==> config.mk <==
export PLATFORM = sky130hd
export DESIGN_NAME = host_port
export DESIGN_NICKNAME = d
export VERILOG_FILES = /design/src/design/host_port_pkg.sv /design/src/design/host_port.sv
export SDC_FILE = /design/constraint.sdc
export NUM_CORES = 1
export LEC_CHECK = 0
export ABC_AREA = 0
export BUFFER_PORTS_ARGS = -buffer_cell sky130_fd_sc_hd__buf_2
export CAP_MARGIN = 20
export CORE_ASPECT_RATIO = 0.75
export CORE_MARGIN = 5
export CORE_UTILIZATION = 50
export DETAILED_ROUTE_END_ITERATION = 7
export HOLD_SLACK_MARGIN = 0.1
export MAX_ROUTING_LAYER = met4
export PLACE_DENSITY = 0.76
export SYNTH_ARGS = -nofsm -noshare
export SYNTH_HDL_FRONTEND = slang
export SYNTH_SLANG_ARGS = --single-unit
==> constraint.sdc <==
create_clock -name clk -period 2.5 [get_ports clk]
set_clock_uncertainty 0.1 [all_clocks]
set_input_delay 0 -clock clk [delete_from_list [all_inputs] [get_ports clk]]
set_output_delay 0 -clock clk [all_outputs]
set_load 0.01 [all_outputs]
==> src/design/host_port_pkg.sv <==
package host_port_pkg;

    localparam int DATA_W    = 8;
    localparam int BIT_CNT_W = 3;
    localparam int BUSY_BIT  = 7;
    localparam int SI_BIT    = 7;
    localparam int SCL_BIT   = 6;

    localparam logic [2:0]        BIT_CNT_RESET = 3'h0;
    localparam logic [2:0]        BIT_CNT_LAST  = 3'h7;
    localparam logic [7:0]        BYTE_RESET    = 8'h00;
    localparam logic [7:0]        DRIVE_ALL     = 8'hFF;
    localparam logic [7:0]        DRIVE_NONE    = 8'h00;
    localparam int                CTL_W         = 4;
    localparam int                STB_W         = 2;
    localparam int                MODE_W        = 2;
    localparam logic [3:0]        CTL_RESET     = 4'h8;
    localparam logic [1:0]        STB_RESET     = 2'h3;
    localparam logic [1:0]        MODE_RESET    = 2'h0;

    typedef enum logic [1:0] {
        XFER_DATA_READ,
        XFER_DATA_WRITE,
        XFER_STATUS_READ,
        XFER_COMMAND_WRITE
    } xfer_kind_t;

    // Byte handed to the core, one-cycle valid
    typedef struct packed {
        logic       valid;
        logic       is_data;
        logic [7:0] byte_val;
    } core_write_t;

    // Strobe pins of the parallel bus
    typedef struct packed {
        logic rd_e;
        logic wr_rw;
    } strobe_pins_t;

endpackage

==> src/design/host_port.sv <==
`timescale 1ns/1ps
// Operation
// - Interface select high: 8-bit parallel bus
// - Serial: D7 data, D6 clock, rest floating
// - Access only when selects low/high
// - Deselected: float bus, ignore strobes
// - Select high means data, low command
// - Reset input initializes by level
// - Style select high 68, low 80
// - 80-style: drive bus while read low
// - 80-style: latch write on leading edge
// - 68-style: enable clock, direction high reads
// - Decode data/status read, data/command write
// - Serial: 8-bit shifter, 3-bit counter
// - MSB first, byte on eighth rise
// - Sample select at each eighth rise
// - Deselect resets shifter and counter
// - Serial mode is write-only
// - Busy on bit 7; only status while busy (serial mode still takes writes while busy)
// - Data reads pass a holding register
module host_port (
    input  wire logic                        clk,
    input  wire logic                        rst,
    input  wire logic                        reset_in_n,
    input  wire logic                        parallel_select,
    input  wire logic                        bus_style_select,
    input  wire logic                        chip_select_low_active,
    input  wire logic                        chip_select_high_active,
    input  wire logic                        data_command_select,
    input  wire host_port_pkg::strobe_pins_t strobe_pins,
    input  wire logic [7:0]                  data_in,
    output logic [7:0]                       data_out,
    output logic [7:0]                       data_oe,
    input  wire logic                        core_busy,
    input  wire logic [7:0]                  core_status,
    input  wire logic [7:0]                  core_read_data,
    output logic                             core_read_req,
    output host_port_pkg::core_write_t       core_write,
    output logic                             core_reset
);
    import host_port_pkg::*;

    // Two-stage synchronisers for all pin inputs
    logic [7:0]   data_sync;
    logic [3:0]   ctl_sync;
    logic [1:0]   stb_sync;
    logic [1:0]   mode_sync;

    host_port_sync #(
        .W         (DATA_W),
        .RESET_VAL (BYTE_RESET)
    ) u_data_sync (
        .clk (clk),
        .rst (rst),
        .d   (data_in),
        .q   (data_sync)
    );

    host_port_sync #(
        .W         (CTL_W),
        .RESET_VAL (CTL_RESET)
    ) u_ctl_sync (
        .clk (clk),
        .rst (rst),
        .d   ({reset_in_n, chip_select_low_active, chip_select_high_active, data_command_select}),
        .q   (ctl_sync)
    );

    host_port_sync #(
        .W         (STB_W),
        .RESET_VAL (STB_RESET)
    ) u_stb_sync (
        .clk (clk),
        .rst (rst),
        .d   ({strobe_pins.rd_e, strobe_pins.wr_rw}),
        .q   (stb_sync)
    );

    host_port_sync #(
        .W         (MODE_W),
        .RESET_VAL (MODE_RESET)
    ) u_mode_sync (
        .clk (clk),
        .rst (rst),
        .d   ({parallel_select, bus_style_select}),
        .q   (mode_sync)
    );

    logic pin_reset_n, pin_cs_l, pin_cs_h, pin_dc, pin_rd_e, pin_wr_rw, is_parallel, is_68;
    logic selected, in_reset;

    always_comb begin
        pin_reset_n = ctl_sync[3];
        pin_cs_l    = ctl_sync[2];
        pin_cs_h    = ctl_sync[1];
        pin_dc      = ctl_sync[0];
        pin_rd_e    = stb_sync[1];
        pin_wr_rw   = stb_sync[0];
        is_parallel = mode_sync[1];
        is_68       = mode_sync[0];
        in_reset    = !pin_reset_n;
        selected    = !pin_cs_l && pin_cs_h && !in_reset;
    end

    // Previous strobe and serial clock levels for edge detection
    logic       prev_rd_ff, prev_wr_ff, prev_scl_ff;
    logic       nxt_prev_rd, nxt_prev_wr, nxt_prev_scl;
    logic       rd_active, wr_active, rd_start, wr_start, scl_rise;

    always_comb begin
        nxt_prev_rd  = pin_rd_e;
        nxt_prev_wr  = pin_wr_rw;
        nxt_prev_scl = data_sync[SCL_BIT];
        if (is_68) begin
            // Enable high opens the cycle, direction picks read or write
            rd_active = pin_rd_e && pin_wr_rw;
            wr_active = pin_rd_e && !pin_wr_rw;
            rd_start  = pin_rd_e && !prev_rd_ff && pin_wr_rw;
            wr_start  = pin_rd_e && !prev_rd_ff && !pin_wr_rw;
        end else begin
            rd_active = !pin_rd_e;
            wr_active = !pin_wr_rw;
            rd_start  = !pin_rd_e && prev_rd_ff;
            wr_start  = !pin_wr_rw && prev_wr_ff;
        end
        scl_rise = data_sync[SCL_BIT] && !prev_scl_ff;
    end

    always_ff @(posedge clk) begin
        if (rst) begin
            prev_rd_ff  <= 1'b1;
            prev_wr_ff  <= 1'b1;
            prev_scl_ff <= 1'b0;
        end else begin
            prev_rd_ff  <= nxt_prev_rd;
            prev_wr_ff  <= nxt_prev_wr;
            prev_scl_ff <= nxt_prev_scl;
        end
    end

    xfer_kind_t kind;

    always_comb begin
        if (pin_dc && rd_active)
            kind = XFER_DATA_READ;
        else if (pin_dc)
            kind = XFER_DATA_WRITE;
        else if (rd_active)
            kind = XFER_STATUS_READ;
        else
            kind = XFER_COMMAND_WRITE;
    end

    // Transfer state
    logic [7:0]     shift_ff, nxt_shift;
    logic [2:0]     bit_cnt_ff, nxt_bit_cnt;
    logic [7:0]     hold_ff, nxt_hold;
    logic [7:0]     dout_ff, nxt_dout;
    logic [7:0]     oe_ff, nxt_oe;
    logic           rreq_ff, nxt_rreq;
    logic           rreq_d_ff, nxt_rreq_d;
    core_write_t    wr_ff, nxt_wr;
    logic           creset_ff, nxt_creset;

    // Serial shifter and bit counter
    always_comb begin
        nxt_shift   = shift_ff;
        nxt_bit_cnt = bit_cnt_ff;
        if (!selected) begin
            nxt_shift   = BYTE_RESET;
            nxt_bit_cnt = BIT_CNT_RESET;
        end else if (!is_parallel && scl_rise) begin
            nxt_shift   = {shift_ff[DATA_W-2:0], data_sync[SI_BIT]};
            nxt_bit_cnt = bit_cnt_ff + 3'h1;
        end
    end

    always_ff @(posedge clk) begin
        if (rst) begin
            shift_ff   <= BYTE_RESET;
            bit_cnt_ff <= BIT_CNT_RESET;
        end else begin
            shift_ff   <= nxt_shift;
            bit_cnt_ff <= nxt_bit_cnt;
        end
    end

    // Parallel read path and holding register
    always_comb begin
        nxt_hold   = hold_ff;
        nxt_dout   = dout_ff;
        nxt_oe     = DRIVE_NONE;
        nxt_rreq   = 1'b0;
        nxt_rreq_d = rreq_ff;
        if (rreq_d_ff)
            nxt_hold = core_read_data;
        if (selected && is_parallel && rd_active) begin
            nxt_oe   = DRIVE_ALL;
            nxt_dout = (kind == XFER_STATUS_READ) ?
                       {core_busy, core_status[BUSY_BIT-1:0]} : hold_ff;
            if (rd_start && kind == XFER_DATA_READ && !core_busy)
                nxt_rreq = 1'b1;
        end
        if (in_reset) begin
            nxt_hold   = BYTE_RESET;
            nxt_rreq_d = 1'b0;
        end
    end

    always_ff @(posedge clk) begin
        if (rst) begin
            hold_ff   <= BYTE_RESET;
            dout_ff   <= BYTE_RESET;
            oe_ff     <= DRIVE_NONE;
            rreq_ff   <= 1'b0;
            rreq_d_ff <= 1'b0;
        end else begin
            hold_ff   <= nxt_hold;
            dout_ff   <= nxt_dout;
            oe_ff     <= nxt_oe;
            rreq_ff   <= nxt_rreq;
            rreq_d_ff <= nxt_rreq_d;
        end
    end

    // Byte hand-over to the core
    always_comb begin
        nxt_wr = '{valid: 1'b0, is_data: 1'b0, byte_val: BYTE_RESET};
        if (selected && is_parallel) begin
            if (!rd_active && wr_start && wr_active && !core_busy)
                nxt_wr = '{valid: 1'b1, is_data: (kind == XFER_DATA_WRITE), byte_val: data_sync};
        end else if (selected && scl_rise && bit_cnt_ff == BIT_CNT_LAST) begin
            nxt_wr = '{valid: 1'b1, is_data: pin_dc,
                       byte_val: {shift_ff[DATA_W-2:0], data_sync[SI_BIT]}};
        end
    end

    always_ff @(posedge clk) begin
        if (rst)
            wr_ff <= '0;
        else
            wr_ff <= nxt_wr;
    end

    // Core reset follows the reset pin level
    always_comb begin
        nxt_creset = in_reset;
    end

    always_ff @(posedge clk) begin
        if (rst)
            creset_ff <= 1'b1;
        else
            creset_ff <= nxt_creset;
    end

    always_comb begin
        data_out      = dout_ff;
        data_oe       = oe_ff;
        core_read_req = rreq_ff;
        core_write    = wr_ff;
        core_reset    = creset_ff;
    end

endmodule

module host_port_sync #(
    parameter int           W         = 1,
    parameter logic [W-1:0] RESET_VAL = '0
) (
    input  wire logic         clk,
    input  wire logic         rst,
    input  wire logic [W-1:0] d,
    output logic [W-1:0]      q
);
    logic [W-1:0] stage1_ff, stage2_ff;
    logic [W-1:0] nxt_stage1, nxt_stage2;

    always_comb begin
        nxt_stage1 = d;
        nxt_stage2 = stage1_ff;
    end

    always_ff @(posedge clk) begin
        if (rst) begin
            stage1_ff <= RESET_VAL;
            stage2_ff <= RESET_VAL;
        end else begin
            stage1_ff <= nxt_stage1;
            stage2_ff <= nxt_stage2;
        end
    end

    always_comb begin
        q = stage2_ff;
    end

endmodule

==> summary.txt, run 1 <==
Hpwl dp - 2.89 mm
Post-Synth Adder-Cell Area - 1.00%
Die area - 0.00653 mm²
Port bufs - 61
Final net count - 355
Outcome - finished clean
CTS sink count - 75
Final Instance Area - 0.00342 mm²
Synth area leader - dfxtp_1
Chip Width - 91.7 µm
Hold Path Class - in -> reg
Core area - 0.00487 mm²
Max-Cap Viols - 0
Critical path type - in -> reg
Simple-gate share of the synthesized area - 16.6%
Ant. Diodes - 0
Yosys reg bits - 75
Final Non-Filler Cells - 382
Pre-antenna DRT Iters - 4
Residual DRC count - 0
Routed Antenna Nets - 0
Worst Hold Slack - 278 ps
Vias in the first global route - 1761
Setup Total Neg Slack - 0 ps
Placement row count - 22
DR iter-0 viols - 89
Cts hold-fix bufs - 46
Pwr Density - 626 mW/mm²
Worst slew pin tran - 572 ps
CP max FO - 38
Number of CTS-inserted buffers - 9
Setup repair bufs after CTS - 0
Total track usage - 16.5%
Distinct cell type count after synthesis - 30
RD Place Congestion - 0.751
First-pass GRT wire length - 8.00 mm
CTS HTree Levels - 3
Final Cycle Share - 81.2%
Routed wire length - 4.68 mm
Final hold vios - 0
Compound-Gate Fraction of Synth Area - 7.45%
Max-slew headroom - 61.8%
Syn Area/Cell - 11.6 µm²
Die span in y - 71.3 µm
Grt ovf - 0
Peak supply drop - 0.365 mV
Vias per Instance - 4.63
Multi-input gate area - 891 µm²
Syn. warnings - 0
Share of the yosys chip area belonging to registers - 60.0%
Wire per inst - 12.2 µm
CTS root buffer - clkbuf_8
Synthesized net count - 252
CTS Buffer Depth - 2
Cells after synthesis - 215
Most common cell after layout, fill and taps aside - dfxtp_1
Area of placed instances - 0.00280 mm²
Fmax - 493 MHz
Final setup vio count - 0
CTS clk-pin slew, worst paths - 70 ps
Mux share of post-synthesis cell area - 10.0%
Xor/xnor share of the synthesized area - 0.350%
Seq. cell area - 0.00150 mm²
Top-area cell type share of the netlist area - 60.0%
Layout area overhead - 36.6%
Minimum clock period - 2030 ps
Crit. End Element - flip-flop
Arrival time worst endpoint - 2160 ps
Initial antenna violation count - 0
Starting Density - 51.3%
Synth area leaders - dfxtp_1 (60%), mux2i_1 (10%), nor2b_1 (6.8%)
IO Count - 63
Slew Viols, Final - 0
Worst-Skew Late Latency - 340 ps
Largest family of logic cells by synthesized area - simple AND/OR/NAND/NOR gates
Pleak - 1.48 nW
Filler instances - 365
Cells after DPL - 321
Layout cells sized above 1 - 28.0%
Pin count of the biggest net entering global routing - 39
Synth Cell Area - 0.00250 mm²
Vias - 1769
CTS tree - done
Post-CTS sizing - 0
RSZ-0062 raised after global routing - no
Critical Path RT - 2630 ps
Worst Setup Start Kind - input pin
Most frequent cells in the layout - dfxtp_1 (75), buf_2 (61), dlygate4sd3_1 (46)
cell type report:
cell class,count,share of cell area [%]
Sequential cell,75,44.0
Multi-Input combinational cell,121,26.1
Timing Repair Buffer,109,22.9
Clock buffer,12,4.25
Tap cell,60,2.20
Clock inverter,3,0.440
Inverter,2,0.220
per-layer routing:
layer,GRT usage [%],part of all wire [%],vias up,routed length [µm]
li1,-,-,920,-
met1,18.3,45,788,2090
met2,25.3,46,52,2170
met3,7.35,6.5,9,303
met4,8.70,2.2,0,105
met5,-,0,-,0
worst max-delay path, stage by stage:
cell           delay (ps)
dlygate4sd3_1         520
buf_2                 470
nand2b_1              190
buf_4                 170
nand2b_1              410
nor2_4                140
a22o_1                260
synth_stat cells (all sizes together):
cell type	n
or2	9
buf	11
nor2b	28
clkbuf	6
and4b	2
nor4b	1
inv	2
o21ai	2
o2bb2ai	8
a21oi	2
nand3	1
nand2	3
a41oi	1
dfxtp	75
a22o	8
and4	1
nor2	23
xnor2	1
nand2b	2
ha	2
mux2i	25
o211a	1
nor3b	1
power breakdown:
part | internal, W | total [W] | switching [W] | leakage (nW)
Combinational | 0.0000937 | 0.000140 | 0.0000463 | 0.783
Clock | 0.000377 | 0.000761 | 0.000384 | 0.0860
Sequential | 0.00122 | 0.00124 | 0.0000141 | 0.612
sequential cells by signal, indices dropped and copies added, names as in the netlist, 3 cells and up:
| register | cells |
|---|---|
| shift_ff | 7 |
| u_data_sync.q | 8 |
| u_ctl_sync.nxt_stage2 | 4 |
| u_ctl_sync.q | 4 |
| core_write | 10 |
| bit_cnt_ff | 3 |
| u_data_sync.nxt_stage2 | 8 |
| hold_ff | 8 |
| data_out | 8 |
kinds of logic after synthesis:
kind of cell | Yosys count
flops | 75
simple gates | 71
mux | 25
compound gates | 22
buf+inv | 19
fa+ha+maj | 2
xor+xnor | 1
per-stage QoR:
stage | util, % | total power (W) | worst slack [ps]
2_1_floorplan | - | 0.00131 | 1200
3_3_place_gp | 57.4 | 0.00134 | 671
3_5_place_dp | 57.4 | 0.00135 | 623
4_1_cts | 70.1 | 0.00216 | 453
5_1_grt | 70.1 | 0.00224 | 297
6_report | 70.1 | 0.00214 | 471
final timing paths:
kind	start	end	slack, ps	cells after the start
worst min-delay path	strobe_pins[1]	u_stb_sync.nxt_stage2[1]	280	3
worst max-delay path	rst	core_write[4]	470	7
worst max register to register	u_ctl_sync.q[3]	core_write[8]	850	5
worst min register to register	u_stb_sync.nxt_stage2[0]	u_stb_sync.q[0]	300	1
No activity file was read; power rests on OpenSTA's default activity.
==> inputs of run 2 (changes only) <==
Settings changed: CORE_UTILIZATION 50 to 46, PLACE_DENSITY 0.76 to 0.73.
Clock period 2.5 ns to 1.85 ns, I/O delays scaled along.
==> summary.txt, run 2 (synthesized netlist as in run 1, its figures left out) <==
Outcome - finished clean
Initial antenna violation count - 0 (unchanged)
IO Count - 63 (unchanged)
Critical path type - reg -> reg
DR iter-0 viols - 66 (-26%)
Wire per inst - 12.1 µm (-0.84%)
Final net count - 354 (-0.28%)
CTS tree - done
Core area - 0.00530 mm² (+8.7%)
Vias in the first global route - 1803 (+2.4%)
Setup Total Neg Slack - 0 ps (unchanged)
Placement row count - 23 (+4.5%)
Family with the most delay on the worst path - simple AND/OR/NAND/NOR gates
Hold Path Class - in -> reg
Worst path max stage delay - 430 ps (-90 ps)
Fmax - 654 MHz
Pwr Density - 950 mW/mm² (+52%)
Minimum clock period - 1530 ps
Final setup vio count - 0 (unchanged)
Crit. End Element - flip-flop
Final Cycle Share - 82.7%
CTS root buffer - clkbuf_8
Slowest CP cell - and4_1
Port bufs - 61 (unchanged)
Grt ovf - 0 (unchanged)
Pin count of the biggest net entering global routing - 35 (-10%)
Peak supply drop - 0.687 mV (+88%)
R2r worst-path depth - 4 (-1)
Hpwl dp - 3.02 mm (+4.4%)
Multi-input gate area - 891 µm² (unchanged)
Final hold vios - 0 (unchanged)
Slew Viols, Final - 0 (unchanged)
CTS HTree Levels - 3 (unchanged)
Die area - 0.00703 mm² (+7.6%)
HP Start - strobe_pins[0]
Pre-antenna DRT Iters - 4 (unchanged)
Layout area overhead - 39.9%
Worst slew pin tran - 584 ps (+12.7 ps)
Starting Density - 47.2% (-4.1 points)
Cell Chain, Critical Path - nor2b_4 > and4b_1 > and4_1 > a22o_1
Filler instances - 438 (+20%)
Routed Antenna Nets - 0 (unchanged)
Most common cell after layout, fill and taps aside - dfxtp_1
Vias per Instance - 4.46 (-3.7%)
CP max FO - 10 (-74%)
Buf/Inv on CP - 0 (-3)
Flop2flop setup slack - 320 ps (-530 ps)
Hold Path Cell Cnt - 3 (unchanged)
Total track usage - 16.1% (-0.39 points)
Max FFs per register - 10 (unchanged)
Residual DRC count - 0 (unchanged)
Ant. Diodes - 0 (unchanged)
CTS sink count - 75 (unchanged)
Layout cells sized above 1 - 29.5% (+1.6 points)
Die span in y - 73.9 µm (+3.7%)
Vias - 1771 (+0.11%)
Worst Hold Slack - 268 ps (-9.45 ps)
Worst-Skew Late Latency - 340 ps (about the same)
Worst r2r src - u_ctl_sync.q[1]
CTS Buffer Depth - 2 (unchanged)
Seq. cell area - 0.00150 mm² (unchanged)
Post-CTS sizing - 0 (unchanged)
CTS clk-pin slew, worst paths - 70 ps (about the same)
Critical Path RT - 2030 ps (-600 ps)
RD Place Congestion - 0.726 (-3.3%)
Max-slew headroom - 61.0% (-0.85 points)
Hold Path End - u_stb_sync.nxt_stage2[0]
Pleak - 1.51 nW (+1.7%)
R2r endpoint - core_write[1]
Max-Cap Viols - 0 (unchanged)
Arrival time worst endpoint - 1710 ps (-450 ps)
Chip Width - 95.1 µm (+3.8%)
RSZ-0062 raised after global routing - no
Most frequent cells in the layout - dfxtp_1 (75), buf_2 (61), dlygate4sd3_1 (43)
First-pass GRT wire length - 8.18 mm (+2.3%)
Worst Setup Start Kind - flip-flop
Number of CTS-inserted buffers - 9 (unchanged)
Routed wire length - 4.82 mm (+3.1%)
run 2: layout make-up:
class | instances | share of cell area (%)
repair buffers | 108 | 21.9
clock buffers | 9 | 3.54
inverters | 2 | 0.215
clock inverters | 7 | 3.32
multi-input cells | 121 | 25.5
flip-flops and latches | 75 | 42.9
well taps | 75 | 2.68
run 2: where the power goes:
part	switching (W)	internal, W
combinational	0.0000643	0.000125
sequential	0.0000182	0.00165
clock	0.000575	0.000892
run 2: worst max path at each step:
stage / startpoint / endpoint / cells after the start
6_report: u_ctl_sync.q[1] / core_write[1] / 4
5_1_grt: u_ctl_sync.q[1] / core_write[1] / 4
4_1_cts: u_ctl_sync.q[1] / core_write[1] / 4
3_5_place_dp: u_ctl_sync.q[1] / core_write[1] / 4
3_3_place_gp: u_ctl_sync.q[1] / core_write[7] / 4
2_1_floorplan: u_ctl_sync.q[1] / core_write[9] / 5
run 2: per-stage QoR:
| step | instance area, µm² | setup slack (ps) | utilization (%) | std cells | total power, W |
|---|---|---|---|---|---|
| floorplan | 2500 | 545 | - | 215 | 0.00177 |
| CTS | 3500 | 296 | 66.1 | 397 | 0.00336 |
| global placement | 2830 | 397 | 53.4 | 338 | 0.00182 |
| detailed placement | 2830 | 314 | 53.4 | 338 | 0.00182 |
| finish | 3500 | 321 | 66.1 | 397 | 0.00332 |
| global route | 3500 | 192 | 66.1 | 397 | 0.00347 |
run 2: timing repair:
| action | 4_1_cts | 5_1_grt |
|---|---|---|
| hold buffers | 43 | 0 |
| buffers inserted | 0 | 0 |
| hold endpoints to repair | 48 | 0 |
run 2: metal layers:
| metal | vias up | wire length [µm] | GRT usage [%] |
|---|---|---|---|
| met5 | - | 0 | - |
| met4 | 0 | 69 | 5.76 |
| met3 | 8 | 425 | 8.29 |
| met2 | 53 | 2180 | 24.0 |
| met1 | 791 | 2150 | 18.6 |
| li1 | 919 | - | - |
run 2: tightest hold or removal path, delay by kind of cell:
| family | cells | cell delay [ps] |
|---|---|---|
| buffers and inverters | 2 | 600 |
| and+or+nand+nor | 1 | 80 |
